[src/rxps_defines.vh]
// register offsets, field positions, reset values for the rx port page select block
// assumes inclusion by rxps_page_select.v only
`ifndef RXPS_DEFINES_VH
`define RXPS_DEFINES_VH

// ==========================================
// register offsets
`define RXPS_ADDR_PORT_CAP 8'h4a
`define RXPS_ADDR_EMBED_CFG 8'h4b
`define RXPS_ADDR_PAGE_SEL 8'h4c
`define RXPS_ADDR_STS1 8'h4d
`define RXPS_ADDR_PAGED_LO 8'h4d
`define RXPS_ADDR_PAGED_HI 8'h7f
`define RXPS_ADDR_PAGED2_LO 8'hd0
`define RXPS_ADDR_PAGED2_HI 8'hdf

// ==========================================
// page select field positions
`define RXPS_BIT_WR0 0
`define RXPS_BIT_WR1 1
`define RXPS_BIT_RD_PORT 4
`define RXPS_BIT_PHYS 6

// ==========================================
// embedded type field positions and reset values
`define RXPS_EMB_CNT_HI 7
`define RXPS_EMB_CNT_LO 6
`define RXPS_EMB_CODE_HI 5
`define RXPS_EMB_CODE_LO 0
`define RXPS_EMB_CFG_RST 8'h12
`define RXPS_PORT_CAP_RST 8'h00
`define RXPS_PAGED_RST 8'h00

// ==========================================
// access source codes
`define RXPS_SRC_LOCAL 2'h0
`define RXPS_SRC_LINK0 2'h1
`define RXPS_SRC_LINK1 2'h2

`endif

[src/rxps_page_select.v]
// rx port paged register bank with per-source page select and raw embedded type tagging
// assumes one access per cycle from an arbitrated local or control-channel source,
// and a per-port long packet stream with a frame start pulse
//
// Overview of operation
// - 0x4a, 0x4b, 0x4d-0x7f, 0xd0-0xdf are per-port; 0x4c is per-source; other addresses are shared.
// - paged reads come from port 0 or port 1 per read-port bit 4.
// - paged writes go to every port whose write-enable bit is set.
// - local and each control-channel source hold their own page select copy.
// - physical port bit 6 reads 0 locally, carrying port over control channel.
// - read port resets to 0 locally, to carrying port per control channel source.
// - write enables reset 0 locally, only carrying port's enable set per channel source.
// - a port block with write enable clear ignores paged writes.
// - embedded count 00 keeps the raw video type on every long packet.
// - counts 1..3 tag that many first long packets per frame with embedded code.
// - substitution applies only in raw input mode, never for csi-2 input.
// - six-bit embedded code in bits 5:0 resets to 0x12 and replaces raw code.
// - a read-only status bit shows the currently selected read port.
`timescale 1ns/1ns
`default_nettype none
`include "rxps_defines.vh"

module rxps_page_select (
    // clock and reset
    input wire i_clk,
    input wire i_srst,
    // register access
    input wire i_acc_en,
    input wire i_acc_wr,
    input wire [1:0] i_acc_src,
    input wire [7:0] i_acc_addr,
    input wire [7:0] i_acc_wdata,
    output reg [7:0] o_acc_rdata,
    output wire o_acc_paged,
    // shared register file, outside this block
    input wire [7:0] i_shared_rdata,
    output wire o_shared_wr,
    // per-port configuration and status
    input wire [1:0] i_raw_mode,
    input wire [11:0] i_ten_bit_raw_type_code,
    input wire [11:0] i_twelve_bit_raw_type_code,
    input wire [1:0] i_twelve_bit_sel,
    input wire [15:0] i_port_sts1,
    // per-port long packet stream
    input wire [1:0] i_frame_start,
    input wire [1:0] i_long_pkt,
    output wire [11:0] o_pkt_dtype,
    output wire [1:0] o_pkt_embedded
);

    // ==========================================
    // address classification
    wire paged_cfg;
    wire in_range1;
    wire in_range2;
    wire is_sel;
    assign in_range1 = (i_acc_addr >= `RXPS_ADDR_PAGED_LO) && (i_acc_addr <= `RXPS_ADDR_PAGED_HI);
    assign in_range2 = (i_acc_addr >= `RXPS_ADDR_PAGED2_LO) && (i_acc_addr <= `RXPS_ADDR_PAGED2_HI);
    assign paged_cfg = (i_acc_addr == `RXPS_ADDR_PORT_CAP) || (i_acc_addr == `RXPS_ADDR_EMBED_CFG);
    assign is_sel = (i_acc_addr == `RXPS_ADDR_PAGE_SEL);
    assign o_acc_paged = paged_cfg || in_range1 || in_range2;
    // shared path sees the address untouched by paging state
    assign o_shared_wr = i_acc_en && i_acc_wr && !o_acc_paged && !is_sel;

    // ==========================================
    // per-source page select state, index = source code
    reg [2:0] rd_port_r;
    reg [2:0] wr0_r;
    reg [2:0] wr1_r;
    wire src_link;
    wire src_port;
    wire [1:0] src_idx;
    assign src_link = (i_acc_src == `RXPS_SRC_LINK0) || (i_acc_src == `RXPS_SRC_LINK1);
    assign src_port = (i_acc_src == `RXPS_SRC_LINK1);
    assign src_idx = src_link ? i_acc_src : `RXPS_SRC_LOCAL;

    always @(posedge i_clk) begin
        if (i_srst) begin
            // local: read 0, no writes; link n: read n, write n only
            rd_port_r <= 3'b100;
            wr0_r <= 3'b010;
            wr1_r <= 3'b100;
        end else if (i_acc_en && i_acc_wr && is_sel) begin
            // only the accessing source's copy moves
            rd_port_r[src_idx] <= i_acc_wdata[`RXPS_BIT_RD_PORT];
            wr0_r[src_idx] <= i_acc_wdata[`RXPS_BIT_WR0];
            wr1_r[src_idx] <= i_acc_wdata[`RXPS_BIT_WR1];
        end
    end

    wire cur_rd;
    wire [1:0] cur_wr;
    assign cur_rd = rd_port_r[src_idx];
    assign cur_wr = {wr1_r[src_idx], wr0_r[src_idx]};

    // ==========================================
    // per-port paged storage: cap, embed cfg, ranges 0x4e-0x7f and 0xd0-0xdf
    // 0x4d is the status byte and is read-only
    wire [6:0] mem_idx;
    wire mem_hit;
    wire acc_write;
    wire [7:0] cap_p0;
    wire [7:0] cap_p1;
    wire [7:0] emb_p0;
    wire [7:0] emb_p1;
    wire [7:0] mem_p0;
    wire [7:0] mem_p1;
    assign acc_write = i_acc_en && i_acc_wr;
    assign mem_hit = (in_range1 && (i_acc_addr != `RXPS_ADDR_STS1)) || in_range2;
    // range1 maps 0x4e-0x7f to 0..49, range2 0xd0-0xdf to 50..65
    // seven bits kept: six would fold 0xde/0xdf onto 0x4e/0x4f
    assign mem_idx = in_range1 ? (i_acc_addr[6:0] - 7'h4e) : (i_acc_addr[6:0] - 7'h1e);

    // disabled ports keep their contents
    rxps_port_bank u_bank0 (
        .i_clk(i_clk),
        .i_srst(i_srst),
        .i_wr_en(acc_write && cur_wr[0]),
        .i_addr(i_acc_addr),
        .i_mem_hit(mem_hit),
        .i_mem_idx(mem_idx),
        .i_wdata(i_acc_wdata),
        .o_cap(cap_p0),
        .o_emb(emb_p0),
        .o_mem_rdata(mem_p0)
    );

    rxps_port_bank u_bank1 (
        .i_clk(i_clk),
        .i_srst(i_srst),
        .i_wr_en(acc_write && cur_wr[1]),
        .i_addr(i_acc_addr),
        .i_mem_hit(mem_hit),
        .i_mem_idx(mem_idx),
        .i_wdata(i_acc_wdata),
        .o_cap(cap_p1),
        .o_emb(emb_p1),
        .o_mem_rdata(mem_p1)
    );

    // ==========================================
    // read mux, combinational so data returns in the access cycle
    reg [7:0] sts1_v;
    always @* begin
        sts1_v = cur_rd ? i_port_sts1[15:8] : i_port_sts1[7:0];
        sts1_v[7] = 1'b0;
        sts1_v[`RXPS_BIT_PHYS] = cur_rd;
        o_acc_rdata = 8'h00;
        if (is_sel) begin
            o_acc_rdata[`RXPS_BIT_PHYS] = src_port;
            o_acc_rdata[`RXPS_BIT_RD_PORT] = cur_rd;
            o_acc_rdata[`RXPS_BIT_WR1] = cur_wr[1];
            o_acc_rdata[`RXPS_BIT_WR0] = cur_wr[0];
        end else if (i_acc_addr == `RXPS_ADDR_PORT_CAP) begin
            o_acc_rdata = cur_rd ? cap_p1 : cap_p0;
        end else if (i_acc_addr == `RXPS_ADDR_EMBED_CFG) begin
            o_acc_rdata = cur_rd ? emb_p1 : emb_p0;
        end else if (i_acc_addr == `RXPS_ADDR_STS1) begin
            o_acc_rdata = sts1_v;
        end else if (mem_hit) begin
            o_acc_rdata = cur_rd ? mem_p1 : mem_p0;
        end else begin
            o_acc_rdata = i_shared_rdata;
        end
    end

    // ==========================================
    // embedded type tagging, one lane per port
    wire [5:0] raw_code_p0;
    wire [5:0] raw_code_p1;
    assign raw_code_p0 = i_twelve_bit_sel[0] ? i_twelve_bit_raw_type_code[5:0] : i_ten_bit_raw_type_code[5:0];
    assign raw_code_p1 = i_twelve_bit_sel[1] ? i_twelve_bit_raw_type_code[11:6] : i_ten_bit_raw_type_code[11:6];

    rxps_tag_lane u_lane0 (
        .i_clk(i_clk),
        .i_srst(i_srst),
        .i_raw_mode(i_raw_mode[0]),
        .i_emb_cfg(emb_p0),
        .i_raw_code(raw_code_p0),
        .i_frame_start(i_frame_start[0]),
        .i_long_pkt(i_long_pkt[0]),
        .o_dtype(o_pkt_dtype[5:0]),
        .o_embedded(o_pkt_embedded[0])
    );

    rxps_tag_lane u_lane1 (
        .i_clk(i_clk),
        .i_srst(i_srst),
        .i_raw_mode(i_raw_mode[1]),
        .i_emb_cfg(emb_p1),
        .i_raw_code(raw_code_p1),
        .i_frame_start(i_frame_start[1]),
        .i_long_pkt(i_long_pkt[1]),
        .o_dtype(o_pkt_dtype[11:6]),
        .o_embedded(o_pkt_embedded[1])
    );

endmodule // rxps_page_select

// ==========================================
// one receive port's paged registers and page memory
module rxps_port_bank (
    // clock and reset
    input wire i_clk,
    input wire i_srst,
    // write side, already qualified by this port's enable
    input wire i_wr_en,
    input wire [7:0] i_addr,
    input wire i_mem_hit,
    input wire [6:0] i_mem_idx,
    input wire [7:0] i_wdata,
    // stored values
    output reg [7:0] o_cap,
    output reg [7:0] o_emb,
    output wire [7:0] o_mem_rdata
);

    reg [7:0] page_mem [0:65];

    always @(posedge i_clk) begin
        if (i_srst) begin
            o_cap <= `RXPS_PORT_CAP_RST;
            o_emb <= `RXPS_EMB_CFG_RST;
        end else if (i_wr_en) begin
            if (i_addr == `RXPS_ADDR_PORT_CAP) begin
                o_cap <= i_wdata;
            end
            if (i_addr == `RXPS_ADDR_EMBED_CFG) begin
                o_emb <= i_wdata;
            end
        end
    end

    // memory has no reset: cheaper storage, reads unknown until written
    always @(posedge i_clk) begin
        if (!i_srst && i_wr_en && i_mem_hit) begin
            page_mem[i_mem_idx] <= i_wdata;
        end
    end

    // index beyond 65 only occurs off the memory ranges, where the mux ignores it
    assign o_mem_rdata = page_mem[i_mem_idx];

endmodule // rxps_port_bank

// ==========================================
// one port's long packet counter and data type select
module rxps_tag_lane (
    // clock and reset
    input wire i_clk,
    input wire i_srst,
    // lane configuration
    input wire i_raw_mode,
    input wire [7:0] i_emb_cfg,
    input wire [5:0] i_raw_code,
    // packet stream
    input wire i_frame_start,
    input wire i_long_pkt,
    output reg [5:0] o_dtype,
    output reg o_embedded
);

    reg [1:0] pkt_cnt_r;
    reg [1:0] pkt_cnt_nxt;
    wire [1:0] line_count;
    wire tag_now;

    assign line_count = i_emb_cfg[`RXPS_EMB_CNT_HI:`RXPS_EMB_CNT_LO];
    // csi input never tagged
    assign tag_now = i_raw_mode && (pkt_cnt_r < line_count);

    // saturate at 3: counts above the largest setting never matter
    always @* begin
        pkt_cnt_nxt = pkt_cnt_r;
        if (i_frame_start) begin
            pkt_cnt_nxt = 2'h0;
        end else if (i_long_pkt && (pkt_cnt_r != 2'h3)) begin
            pkt_cnt_nxt = pkt_cnt_r + 2'h1;
        end
    end

    always @(posedge i_clk) begin
        if (i_srst) begin
            pkt_cnt_r <= 2'h0;
            o_dtype <= 6'h00;
            o_embedded <= 1'b0;
        end else begin
            pkt_cnt_r <= pkt_cnt_nxt;
            if (tag_now) begin
                o_dtype <= i_emb_cfg[`RXPS_EMB_CODE_HI:`RXPS_EMB_CODE_LO];
                o_embedded <= 1'b1;
            end else begin
                o_dtype <= i_raw_code;
                o_embedded <= 1'b0;
            end
        end
    end

endmodule // rxps_tag_lane
`default_nettype wire

[config.mk]
export PLATFORM = sky130hd
export DESIGN_NAME = rxps_page_select
export DESIGN_NICKNAME = d
export VERILOG_FILES = /design/src/rxps_page_select.v
export VERILOG_INCLUDE_DIRS = /design/src
export SDC_FILE = /design/constraint.sdc
export NUM_CORES = 1
export LEC_CHECK = 0
export BUFFER_PORTS_ARGS = -buffer_cell sky130_fd_sc_hd__clkbuf_2
export CAP_MARGIN = 20
export CORE_MARGIN = 5
export CORE_UTILIZATION = 40
export CTS_CLUSTER_DIAMETER = 80
export DETAILED_ROUTE_END_ITERATION = 8
export PLACE_DENSITY = 0.52
export SYNTH_ARGS = -nofsm -noshare
export SYNTH_HDL_FRONTEND = slang
export SYNTH_SLANG_ARGS = --single-unit
[constraint.sdc]
create_clock -name i_clk -period 12.45 [get_ports i_clk]
set_input_delay 1.8675 -clock i_clk [delete_from_list [all_inputs] [get_ports i_clk]]
set_output_delay 1.8675 -clock i_clk [all_outputs]
set_load 0.01 [all_outputs]
== Yosys cells after proc, flatten, opt, wreduce, memory -nomap -nowiden ==
Memory sizes are Yosys's and may differ from the RTL's.
Index checks and enable logic that the tools add are counted.

* Input bits: 78
* Word-level logic and storage cells: 105
* Memories: 2
* Register bits: 59
* RAM bits: 1056
* Output and inout port bits: 24

{| class="wikitable"
|+ Memories
! memory !! depth !! width !! read ports !! clocked after Yosys merged registers in !! wr ports !! line !! source
|-
| u_bank0.page_mem || 66 || 8 || 1 || 0 || 1 || rxps_page_select.v:218 || <nowiki>reg [7:0] page_mem [0:65];</nowiki>
|-
| u_bank1.page_mem || 66 || 8 || 1 || 0 || 1 || rxps_page_select.v:218 ||
|}

* Add/subtract/negate cells: 4
* Equality and inequality tests: 9
* Reductions and logical operators: 32
* Order comparisons: 8
* Mux-type cells: 37

{| class="wikitable"
|+ Operator list
! kind !! number
|-
| $mux W8 || 7
|-
| $eq A8 B7 Y1 const B || 4
|-
| $mux W6 || 5
|-
| $logic_and A1 B1 Y1 || 18
|-
| $mux W1 || 14
|-
| $bwmux W3 || 3
|-
| $ge A8 B7 Y1 const B || 1
|-
| $ge A8 B8 Y1 const B || 1
|-
| $le A8 B7 Y1 const B || 1
|-
| $le A8 B8 Y1 const B || 1
|-
| $ne A8 B7 Y1 const B || 1
|-
| $reduce_and A2 Y1 || 4
|-
| $mux W7 || 1
|-
| $sub A7 B5 Y7 const B || 1
|-
| $sub A7 B7 Y7 const B || 1
|-
| $bmux W1 S2 || 3
|-
| $mux W2 || 3
|-
| $logic_or A1 B1 Y1 || 5
|-
| $add A2 B1 Y2 const B || 2
|-
| $lt A2 B2 Y1 || 2
|-
| $ne A2 B2 Y1 const B || 2
|-
| $reduce_or A2 Y1 || 2
|-
| $logic_not A1 Y1 || 3
|-
| $lt A2 B3 Y1 const B || 1
|-
| other kinds (4) || 4
|}

== Depth between registers and ports, before layout ==
Gate-level depths: netlist (run 1).

* Word-level depth: 11
* Depth in mapped cells: 17
* Gate-level depth less buffers: 12

== By module ==
Synthesis (run 1) repeated with hierarchy kept, for this count alone.

* Cell total of the unflattened synthesis: 2606
* Area total of the unflattened synthesis: 44700.4 µm²

{| class="wikitable"
|+ By module, submodules not included
! module !! area each (µm²) !! times used !! cells each !! seq. area each (µm²)
|-
| rxps_port_bank || 21154.0 || 2 || 1151 || 16175.5
|-
| rxps_page_select || 1541.5 || 1 || 224 || 180.2
|-
| rxps_tag_lane || 425.4 || 2 || 40 || 180.2
|}

== Worst setup path before layout (run 1) ==
Ideal clock, no wire load.

* Path kind: input to output
* From: input i_acc_addr[1]
* To: output o_acc_rdata[0]
* Data arrival time: 4994 ps
* Slack: 5589 ps
* Cell stages on the path: 16
* Path buffers: 7
* Required time: 10582 ps
* Cell sequence: buf_4 -> buf_4 -> clkinv_1 -> buf_2 -> buf_2 -> ha_1 -> buf_4 -> buf_4 -> clkbuf_1 -> mux4_2 -> nand2_1 -> nand2_1 -> a222oi_1 -> nor2_1 -> a2111oi_0 -> o21ai_1

* Longest elaborated chain between the ends: 10
* Elaborated cells between the ends (all ways): 24
* Those cells by class: add/sub (2); order compare (4); eq/ne (5); mux (7); reduce/logical (4); memory (2)

{| class="wikitable"
|+ Ends and longest elaborated chain
! element !! line !! source
|-
| start, declared || rxps_page_select.v:31 || <nowiki>input wire [7:0] i_acc_addr,</nowiki>
|-
| $ge A8 B7 Y1 (no line) / $le A8 B7 Y1 (equally long branches) || n/a ||
|-
| $logic_and A1 B1 Y1 || rxps_page_select.v:57 || <nowiki>assign in_range1 = (i_acc_addr >= `RXPS_ADDR_PAGED_LO) && (i_acc_addr <= `RXPS_ADDR_PAGED_HI);</nowiki>
|-
| $mux W7 || rxps_page_select.v:112 || <nowiki>assign mem_idx = in_range1 ? (i_acc_addr[6:0] - 7'h4e) : (i_acc_addr[6:0] - 7'h1e);</nowiki>
|-
| $mem_v2 Z66 W8 || n/a ||
|-
| $mux W8 || rxps_page_select.v:161 || <nowiki>o_acc_rdata = cur_rd ? mem_p1 : mem_p0;</nowiki>
|-
| $mux W8 || rxps_page_select.v:160 || <nowiki>end else if (mem_hit) begin</nowiki>
|-
| $mux W8 || rxps_page_select.v:158 || <nowiki>end else if (i_acc_addr == `RXPS_ADDR_STS1) begin</nowiki>
|-
| $mux W8 || rxps_page_select.v:156 || <nowiki>end else if (i_acc_addr == `RXPS_ADDR_EMBED_CFG) begin</nowiki>
|-
| $mux W8 || rxps_page_select.v:154 || <nowiki>end else if (i_acc_addr == `RXPS_ADDR_PORT_CAP) begin</nowiki>
|-
| $mux W2 * || rxps_page_select.v:149 || <nowiki>if (is_sel) begin</nowiki>
|-
| end, declared || rxps_page_select.v:33 || <nowiki>output reg [7:0] o_acc_rdata,</nowiki>
|}

Every way passes the cells marked *; elsewhere a longest branch is shown, timed or not.

== Worst setup path after layout (run 1) ==
Same ends and word-level chain as after synthesis.

==> metrics.txt, run 1 <==
status=finished clean; Placer Congestion=roughly 0.8; Clock Tree Buf Depth=3; clock latency on the worst-skew pair=~0.7 ns; Leak=about 17 nW; die area=119000 um2; worst slew pin tran=between 1 and 1.5 ns; largest family of logic cells by synthesized area=multiplexers; Slew headroom=about a fifth; Layout area overhead=11.8%; # hold bufs at CTS=0; post-CTS setup buffers=0; Initial Util=around two fifths; Worst Setup Start Kind=primary input; mux cell area share after synthesis=around 15%; Die Ht=between 300 and 400 um; count of final setup violators=0; Die Wd=approximately 340 um; Final #Nets=between 2000 and 3000; first-pass GRT wire length=about 170000 um; final wirelength=about 120000 um; initial antenna violation count=6; io pins=around 100; Setup TNS=0 ns; Mean Syn Cell Area=~18 um2; Post-Synth Adder-Cell Area=less than 1%; Fmax=0.105 GHz; port bufs=between 90 and 100; Hold Crit Start=wr1_r[2]$_SDFFE_PP1P_; Core ar.=around 110000 um2; XOR/XNOR share of the synthesized area=less than 1%; Worst-path clk slew=approximately 0.06 ns; Primary FF master, synth=edfxtp_1; largest net degree at the start of global routing=between 100 and 150; detailed-route wire length per cell=between 20 and 30 um; CP startpoint=i_acc_addr[1]; Detail Route Antenna Nets=0; fin crit period=9.48 ns; Synth Area in Simple Gates=under 10%; Arr. time, crit path=7.62 ns; most frequent cells in the layout=edfxtp_1, mux2i_1, nor2_1; number of synthesized flops with an enable pin=roughly 1100; CTS tree=done; synth warn=0; root buf cell=clkbuf_16; CP required=10.58 ns; Peak VDD IR=0.127 mV; Cell Count, Final, Fillers Out=between 4000 and 5000; Max Clock Skew=between 0.02 and 0.025 ns; row count=approximately 120; placed insts=3966; Cell variety after synth=79; Worst Path Max Fanout=39; final-report hold violation count=0; RSZ-0062 raised after global routing=false; Net Count, Synth=between 2000 and 3000; Sink Count=between 1000 and 1500; crit end category=output port; Compound-Gate Fraction of Synth Area=~4.9%; DRC viols=0; First-pass DRT Iterations=6; FF-to-FF setup slack=around 9 ns; post-synthesis register bit count=roughly 1100; vias in the first global route=23800; PD cells=roughly 160 nW/um2; max-cap viol count=0; Hold Crit Class=reg -> reg; Vias=roughly 24000; Post-synth ARST share=0%; CTS H-tree depth=3; commonest non-fill, non-tap cell in the layout=edfxtp_1; Critical R2R Launch=wr0_r[2]$_SDFFE_PP0P_; Final period util=about three quarters; Setup CP Type=in -> out; post-CTS sizing=0; Remaining Overflow, GRT=0; Max Slew Vio Count=0; DR vias/cell=around 5.6; DR iter-0 viols=2233; cell count after synthesis=around 2500; CTS Buf Count=between 100 and 150; Synth Cell Area=around 45000 um2; share of cells above drive strength 1=18.5%; GRT Util Overall=19.7%; hpwl dp=72700 um; sequential share of the synthesized area=roughly three quarters
[critical path, stage by stage]
cell,delay [ns]
buf_6,0.36
inv_2,0.38
ha_4,0.60
buf_4,0.59
and2_2,0.47
buf_4,0.64
a221oi_1,0.20
a222oi_1,0.73
nor2_1,0.08
a2111oi_1,1.01
o21ai_1,0.33
clkbuf_2,0.21
[report_power, final]
group          switching (mW)  internal [mW]  leakage (nW)
clock network            1.42           1.86          1.75
logic                   0.367          0.170          4.89
registers             0.00118           4.10          9.97
[stage by stage]
step	setup WS (ns)	hold slack [ns]	utilization [%]	total power [mW]	area (um2)
after floorplan	5.59	0.435	-	4.48	44900
after global routing	2.92	0.490	45.2	8.17	50200
final	2.97	0.478	45.2	7.92	50200
after CTS	3.19	0.477	45.2	7.98	50200
after detailed placement	3.22	0.457	42.0	4.72	46600
after global placement	3.25	0.445	42.0	4.71	46600
[cell families after synthesis]
kind of cell / after synthesis
AND/OR/NAND/NOR: 404
XOR/XNOR: 6
flip-flops: 1115
AO/OA/AOI/OAI: 312
buffers and inverters: 160
adder cells (fa/ha/maj): 14
multiplexers: 473
[layout make-up]
| cell class | count | area, um2 |
|---|---|---|
| fillers | 9652 | 60900 |
| flip-flops and latches | 1115 | 32900 |
| clock buffers | 149 | 3030 |
| clock inverters | 65 | 522 |
| multi-input cells | 1209 | 11000 |
| inverters | 15 | 56.3 |
| repair buffers | 139 | 862 |
| diodes | 1 | 2.50 |
| well taps | 1488 | 1860 |
[layer usage]
layer,part of all wire [%],vias up,global-route usage [%]
li1,-,10200,-
met3,7.1,165,3.59
met4,2.3,2,5.35
met5,0.017,-,0
met2,48,888,32.2
met1,43,12300,27.5
[worst paths after layout]
kind,endpoint,cells after the start
max reg2reg,u_bank0.page_mem[8][4]$_DFFE_PP_,6
max,o_acc_rdata[0],12
min,wr1_r[2]$_SDFFE_PP1P_,1
min reg2reg,wr1_r[2]$_SDFFE_PP1P_,1
[Yosys cell counts (10+ instances only)]
master / n / area (um2)
edfxtp_1: 1056 / 31700
nor3_1: 10 / 50.1
nand2_1: 108 / 405
o21ai_0: 29 / 145
a22oi_1: 69 / 518
buf_2: 44 / 220
mux2i_1: 303 / 3030
ha_1: 14 / 175
buf_8: 10 / 150
o22ai_1: 25 / 156
a21oi_1: 73 / 365
a22o_1: 11 / 96.3
nor2_1: 231 / 867
buf_6: 25 / 282
clkbuf_1: 33 / 124
buf_4: 21 / 158
nand3_1: 13 / 65.1
a221oi_1: 13 / 114
dfxtp_1: 59 / 1180
inv_1: 11 / 41.3
mux4_2: 163 / 3670
[state kept, by name, indices dropped and copies added, names as in the netlist, 6 cells and up]
register	flops
u_bank0.o_emb	8
u_bank1.o_emb	8
u_lane1.o_dtype	6
u_lane0.o_dtype	6
u_bank1.o_cap	8
u_bank1.page_mem	528
u_bank0.page_mem	528
u_bank0.o_cap	8
No activity file was read; power rests on OpenSTA's default activity.
==> run 2, diff against run 1 <==
--- a/config.mk
+++ b/config.mk
@@ -6,6 +6,7 @@
 export SDC_FILE = /design/constraint.sdc
 export NUM_CORES = 1
 export LEC_CHECK = 0
+export ABC_AREA = 1
 export BUFFER_PORTS_ARGS = -buffer_cell sky130_fd_sc_hd__clkbuf_2
 export CAP_MARGIN = 20
 export CORE_MARGIN = 5
==> constraint.sdc (replaced) <==
create_clock -name i_clk -period 9.8 [get_ports i_clk]
set_input_delay 1.47 -clock i_clk [delete_from_list [all_inputs] [get_ports i_clk]]
set_output_delay 1.47 -clock i_clk [all_outputs]
set_load 0.01 [all_outputs]
==> run 2 against run 1 <==
Against the previous run: utilization rose by 0.55 points; die area rose by 1.8%; largest cell class unchanged; via count rose by 30%; synthesized area rose by 1.9%.
==> metrics.txt, run 2 <==
status=finished clean; Setup TNS=0 ns (unchanged); cell count after synthesis=4014 (+62%); initial antenna violation count=1 (-5); Worst Setup Start Kind=primary input; First-pass DRT Iterations=8 (+2); Placer Congestion=0.835 (+2.8%); largest net degree at the start of global routing=89 (-14%); Mean Syn Cell Area=11.4 um2 (-37%); crit end category=output port; post-CTS setup buffers=0 (unchanged); fin crit period=approximately 7.4 ns; PD cells=198 nW/um2 (+26%); Hold Crit Class=reg -> reg; Arr. time, crit path=5.90 ns (-1.72 ns); Net Count, Synth=4106 (+59%); Cell variety after synth=40 (-49%); Sink Count=1115 (unchanged); Design Power=10.3 mW (+30%); Worst Path Max Fanout=33 (-15%); vias in the first global route=29500 (+24%); post-synth top area share=69.4% (-1.3 points); first-pass GRT wire length=199000 um (+18%); slowest cell delay on critical path=0.75 ns (-0.26 ns); Final #Nets=4237 (+58%); CP required=8.33 ns (-2.25 ns); DR vias/cell=5.31 (-5.7%); Post-synth ARST share=0% (unchanged); Clock Tree Buf Depth=3 (unchanged); Final period util=between 70 and 80%; share of cells above drive strength 1=11.7% (-6.7 points); most frequent cells in the layout=edfxtp_1, nand2_1, nor2_1; Max Clock Skew=0.0200 ns (-0.00236 ns); worst slew pin tran=1.07 ns (-0.116 ns); Max Slew Vio Count=0 (unchanged); Peak VDD IR=0.160 mV (+26%); final core utilization=45.7% (+0.55 points); Primary FF master, synth=edfxtp_1; Die Ht=348 um (+0.91%); synth warn=0 (unchanged); Initial Util=40.2% (-0.23 points); DR iter-0 viols=2829 (+27%); post-synthesis register bit count=1115 (unchanged); worst hold margin=0.448 ns (-0.0299 ns); placed insts=5539 (+40%); Worst-path clk slew=0.06 ns (about the same); Synth Cell Area=45700 um2 (+1.9%); Slew headroom=28.2% (+7.2 points); Vias=30600 (+30%); FF-to-FF path depth=7 (+1); Remaining Overflow, GRT=0 (unchanged); Fmax=~0.14 GHz; DRC viols=0 (unchanged); post-route cell area=52100 um2 (+3.7%); Setup CP Type=in -> out; CTS tree=done; number of synthesized flops with an enable pin=1056 (unchanged); Cell Count, Final, Fillers Out=5762 (+38%); GRT Util Overall=22.1% (+2.3 points); worst setup margin=2.43 ns (-0.536 ns); final-report hold violation count=0 (unchanged); Synth top cells by count=edfxtp_1, nand2_1, nor2_1; Synth area leader=edfxtp_1; Critical R2R Launch=wr1_r[0]$_SDFFE_PP0P_; CP startpoint=i_acc_addr[1]; sequential share of the synthesized area=71.9% (-1.4 points); Setup WS pre-CTS=2.46 ns (-0.757 ns); RR Endpoint=u_bank1.page_mem[41][6]$_DFFE_PP_; Core ar.=114000 um2 (+2.5%); Leak=18.5 nW (+11%); Regs by FF count=u_bank0.page_mem: 528 flops, u_bank1.page_mem: 528 flops; port bufs=97 (unchanged); Hold Crit Depth=2 (+1); CTS Buf Count=116 (+0.87%); RSZ-0062 raised after global routing=false; Hold Crit Start=u_bank0.o_cap[7]$_SDFFE_PP0P_; commonest non-fill, non-tap cell in the layout=edfxtp_1; crit-path most repeated cell=nand2_1; placed cell area=48400 um2 (+3.7%); synth top area cells=edfxtp_1, nand2_1, nor2_1; Detail Route Antenna Nets=0 (unchanged); io pins=102 (unchanged); most numerous cell in the Yosys netlist=edfxtp_1; clock latency on the worst-skew pair=0.71 ns (+0.02 ns); # hold bufs at CTS=0 (unchanged); die area=121000 um2 (+1.8%); detailed-route wire length per cell=23.7 um (-17%); row count=124 (+1.6%); hpwl dp=80400 um (+11%); count of final setup violators=0 (unchanged); post-CTS sizing=0 (unchanged); Layout area overhead=13.9%; crit path cell chain=buf_4 > buf_4 > ha_1 > xnor2_2 > inv_1 > nor2_4 > buf_4 > nand3_1 > nand2_1 > o21ai_0 > nand3_1 > nand3_1 > nand2_1 > nand2_1 > nand2_1 > nand2_1 > a21oi_1 > clkbuf_2; worst hold endpoint=u_bank0.o_cap[7]$_SDFFE_PP0P_; Slowest cell on crit path=nor2_4; FF-to-FF setup slack=6.26 ns (-2.73 ns); CTS H-tree depth=3 (unchanged); Die Wd=348 um (+0.91%); final wirelength=136000 um (+15%); Fillers=10500 (+8.8%); root buf cell=clkbuf_16; max-cap viol count=0 (unchanged)
run 2: cell types whose count changed after synthesis, moves of 57 or more:
cell and delta:
nand4_1 +74, nand2_1 +884, nor3_1 +74, o21ai_0 +100, nor2_1 +436, nand3_1 +270, inv_1 +94, clkbuf_1 +57
mux4_2 -163, a22oi_1 -69, mux2i_1 -303
run 2: where the power goes:
| group | switching [mW] | internal (mW) |
|---|---|---|
| Clock | 1.87 | 2.46 |
| Sequential | 0.00148 | 5.21 |
| Combinational | 0.598 | 0.185 |
| Total | 2.47 | 7.86 |
run 2: final cells by class:
class / count / area (um2) / area share [%]
Clock buffer: 146 / 3040 / 5.83
Antenna cell: 1 / 2.50 / 0.00481
Clock inverter: 76 / 668 / 1.28
Inverter: 120 / 463 / 0.889
Timing Repair Buffer: 232 / 1580 / 3.04
Multi-Input combinational cell: 2560 / 11500 / 22.1
Sequential cell: 1115 / 32900 / 63.2
Tap cell: 1512 / 1890 / 3.63
run 2: logic make-up (layout without fill, tap and decap cells):
| kind of cell | count (synthesis) | in the layout | share of synthesized area (%) |
|---|---|---|---|
| flip-flops | 1115 | 1115 | 71.9 |
| adder cells (fa/ha/maj) | 14 | 14 | 0.383 |
| XOR/XNOR | 2 | 2 | 0.0547 |
| AO/OA/AOI/OAI | 341 | 341 | 4.16 |
| AND/OR/NAND/NOR | 2201 | 2201 | 20.2 |
| multiplexers | 2 | 2 | 0.0493 |
| buffers and inverters | 339 | 574 | 3.17 |
| other | 0 | 1 | 0 |
run 2: worst max path at each step:
| stage | depth (start not counted) | to |
|---|---|---|
| after global routing | 21 | o_acc_rdata[6] |
| final | 18 | o_acc_rdata[6] |
| after global placement | 21 | o_acc_rdata[6] |
| after floorplan | 17 | o_acc_rdata[7] |
| after CTS | 21 | o_acc_rdata[6] |
| after detailed placement | 21 | o_acc_rdata[6] |
run 2: per-layer routing:
metal	track usage (%)	part of all wire, %	vias to the layer above
met1	30.8	44	15100
met4	7.09	3.2	0
li1	-	-	14200
met3	3.23	6.0	210
met2	35.9	47	1013
met5	0	0	-
run 2: critical path, delay by kind of cell:
family | cells | cell delay [ns]
AND/OR/NAND/NOR | 9 | 1.71
XOR/XNOR | 1 | 0.19
buffers and inverters | 5 | 1.52
AO/OA/AOI/OAI | 2 | 0.59
adder cells (fa/ha/maj) | 1 | 0.31
==> run 3, diff against run 2 <==
==> constraint.sdc (replaced) <==
create_clock -name i_clk -period 7.2 [get_ports i_clk]
set_input_delay 1.08 -clock i_clk [delete_from_list [all_inputs] [get_ports i_clk]]
set_output_delay 1.08 -clock i_clk [all_outputs]
set_load 0.01 [all_outputs]
==> run 3 against run 2 <==
Against the previous run: sequential share of layout area fell by 0.071 points; register-to-register slack got worse by 2.6 ns; utilization rose by 0.052 points; largest power group unchanged; via count fell by 0.46%; first-iteration DRC count fell by 1.9%; non-clock buffer count rose by 6; critical endpoint is now o_acc_rdata[3]; critical path depth fell by 3.
==> metrics.txt, run 3 (synthesis results as in run 2) <==
Setup CP Type=in -> out; PD cells=268 nW/um2 (+35%); Layout area overhead=14.0%; CP bufs+invs=6 (+1); most frequent cells in the layout=edfxtp_1, nand2_1, nor2_1; Placer Congestion=0.845 (+1.2%); post-CTS sizing=0 (unchanged); max-cap viol count=0 (unchanged); Reg area=32900 um2 (unchanged); CTS H-tree depth=3 (unchanged); Regs by FF count=u_bank0.page_mem: 528 flops, u_bank1.page_mem: 528 flops; clock latency on the worst-skew pair=0.72 ns (about the same); CTS tree=done; CTS Buf Count=117 (+0.86%); Vias=30400 (-0.46%); slowest cell delay on critical path=0.57 ns (-0.18 ns); crit path cell chain=buf_4 > inv_4 > buf_4 > nand2_4 > buf_4 > nor3_4 > inv_2 > nand2_1 > nand2_1 > nand3_1 > nand2_1 > nand2_1 > nand2_1 > a21oi_1 > clkbuf_2; Fmax=between 0.15 and 0.2 GHz; final-report hold violation count=0 (unchanged); Slowest cell on crit path=buf_4; Die Wd=348 um (unchanged); DRC viols=0 (unchanged); Clock Tree Buf Depth=3 (unchanged); Remaining Overflow, GRT=0 (unchanged); Sink Count=1115 (unchanged); port bufs=97 (unchanged); Peak VDD IR=0.192 mV (+20%); root buf cell=clkbuf_16; largest net degree at the start of global routing=100 (+12%); CP required=6.12 ns (-2.21 ns); # hold bufs at CTS=0 (unchanged); vias in the first global route=28700 (-2.6%); io pins=102 (unchanged); Initial Util=40.2% (unchanged); crit-path most repeated cell=nand2_1; Worst Setup Start Kind=primary input; Fillers=10400 (-0.75%); Final period util=between 80 and 90%; GRT Util Overall=21.8% (-0.22 points); Worst Path Max Fanout=37 (+12%); row count=124 (unchanged); Core ar.=114000 um2 (unchanged); Max Clock Skew=0.0432 ns (+0.0232 ns); die area=121000 um2 (unchanged); multi-input logic area=11500 um2 (-0.26%); Max Slew Vio Count=0 (unchanged); Detail Route Antenna Nets=0 (unchanged); Slew headroom=25.8% (-2.4 points); commonest non-fill, non-tap cell in the layout=edfxtp_1; Worst-path clk slew=0.06 ns (about the same); Design Power=14.0 mW (+35%); fin crit period=slightly above 6 ns; DR iter-0 viols=2775 (-1.9%); status=finished clean; Hold Crit Class=reg -> reg; share of cells above drive strength 1=11.7% (-0.089 points); Leak=18.5 nW (+0.22%); initial antenna violation count=2 (+1); Die Ht=348 um (unchanged); delay-heaviest family, CP=simple AND/OR/NAND/NOR gates; first-pass GRT wire length=198000 um (-0.63%); First-pass DRT Iterations=5 (-3); post-CTS setup buffers=0 (unchanged); Arr. time, crit path=5.08 ns (-0.82 ns); DR vias/cell=5.29 (-0.42%); RSZ-0062 raised after global routing=false; Final #Nets=4244 (+0.17%); count of final setup violators=0 (unchanged); worst slew pin tran=1.11 ns (+0.0425 ns); crit end category=output port; final wirelength=135000 um (-1.1%); detailed-route wire length per cell=23.4 um (-1.0%); Setup TNS=0 ns (unchanged); hpwl dp=80000 um (-0.53%)
[run 3: worst paths after layout]
path / slack (ns) / startpoint / cells past startpoint / endpoint
max: 1.04 / i_acc_addr[1] / 15 / o_acc_rdata[3]
max reg2reg: 3.71 / wr1_r[0]$_SDFFE_PP0P_ / 7 / u_bank1.page_mem[48][4]$_DFFE_PP_
min reg2reg: 0.45 / u_bank0.o_cap[6]$_SDFFE_PP0P_ / 2 / u_bank0.o_cap[6]$_SDFFE_PP0P_
min: 0.45 / u_bank0.o_cap[6]$_SDFFE_PP0P_ / 2 / u_bank0.o_cap[6]$_SDFFE_PP0P_
[run 3: per-stage QoR]
step                      hold slack (ns)  setup slack [ns]  cells  instance area, um2  util (%)
after floorplan                     0.425              2.49   4014               45700         -
after CTS                           0.454              1.01   5759               52100      45.8
after global placement              0.441              1.02   5533               48400      42.5
after global routing                0.474             0.732   5759               52100      45.8
final                               0.452              1.04   5760               52100      45.8
after detailed placement            0.446              1.02   5545               48500      42.5
[run 3: tightest hold or removal path: cells and delay by family (launching register included)]
family | cells | cell delay [ns]
DFF | 1 | 0.30
buffers and inverters | 1 | 0.06
AOI/OAI and AO/OA | 1 | 0.05
[run 3: final cells by class]
class | count | share of cell area (%)
Antenna cell | 1 | 0.00480
Timing Repair Buffer | 238 | 3.30
Sequential cell | 1115 | 63.1
Inverter | 120 | 0.888
Clock inverter | 67 | 1.13
Tap cell | 1512 | 3.63
Multi-Input combinational cell | 2560 | 22.0
Clock buffer | 147 | 5.89
[run 3: power breakdown]
part	internal (mW)	total [mW]	switching, mW	leakage (nW)
sequential	7.10	7.10	0.00224	9.97
clock	3.27	5.79	2.52	1.79
combinational	0.260	1.07	0.812	6.78
[run 3: layer usage]
layer / vias up / global-route usage [%] / share of wire (%)
li1: 14200 / - / -
met1: 15100 / 30.7 / 44
met2: 940 / 35.8 / 48
met3: 204 / 3.09 / 5.7
met4: 2 / 5.96 / 2.6
met5: - / 0 / 0.0096
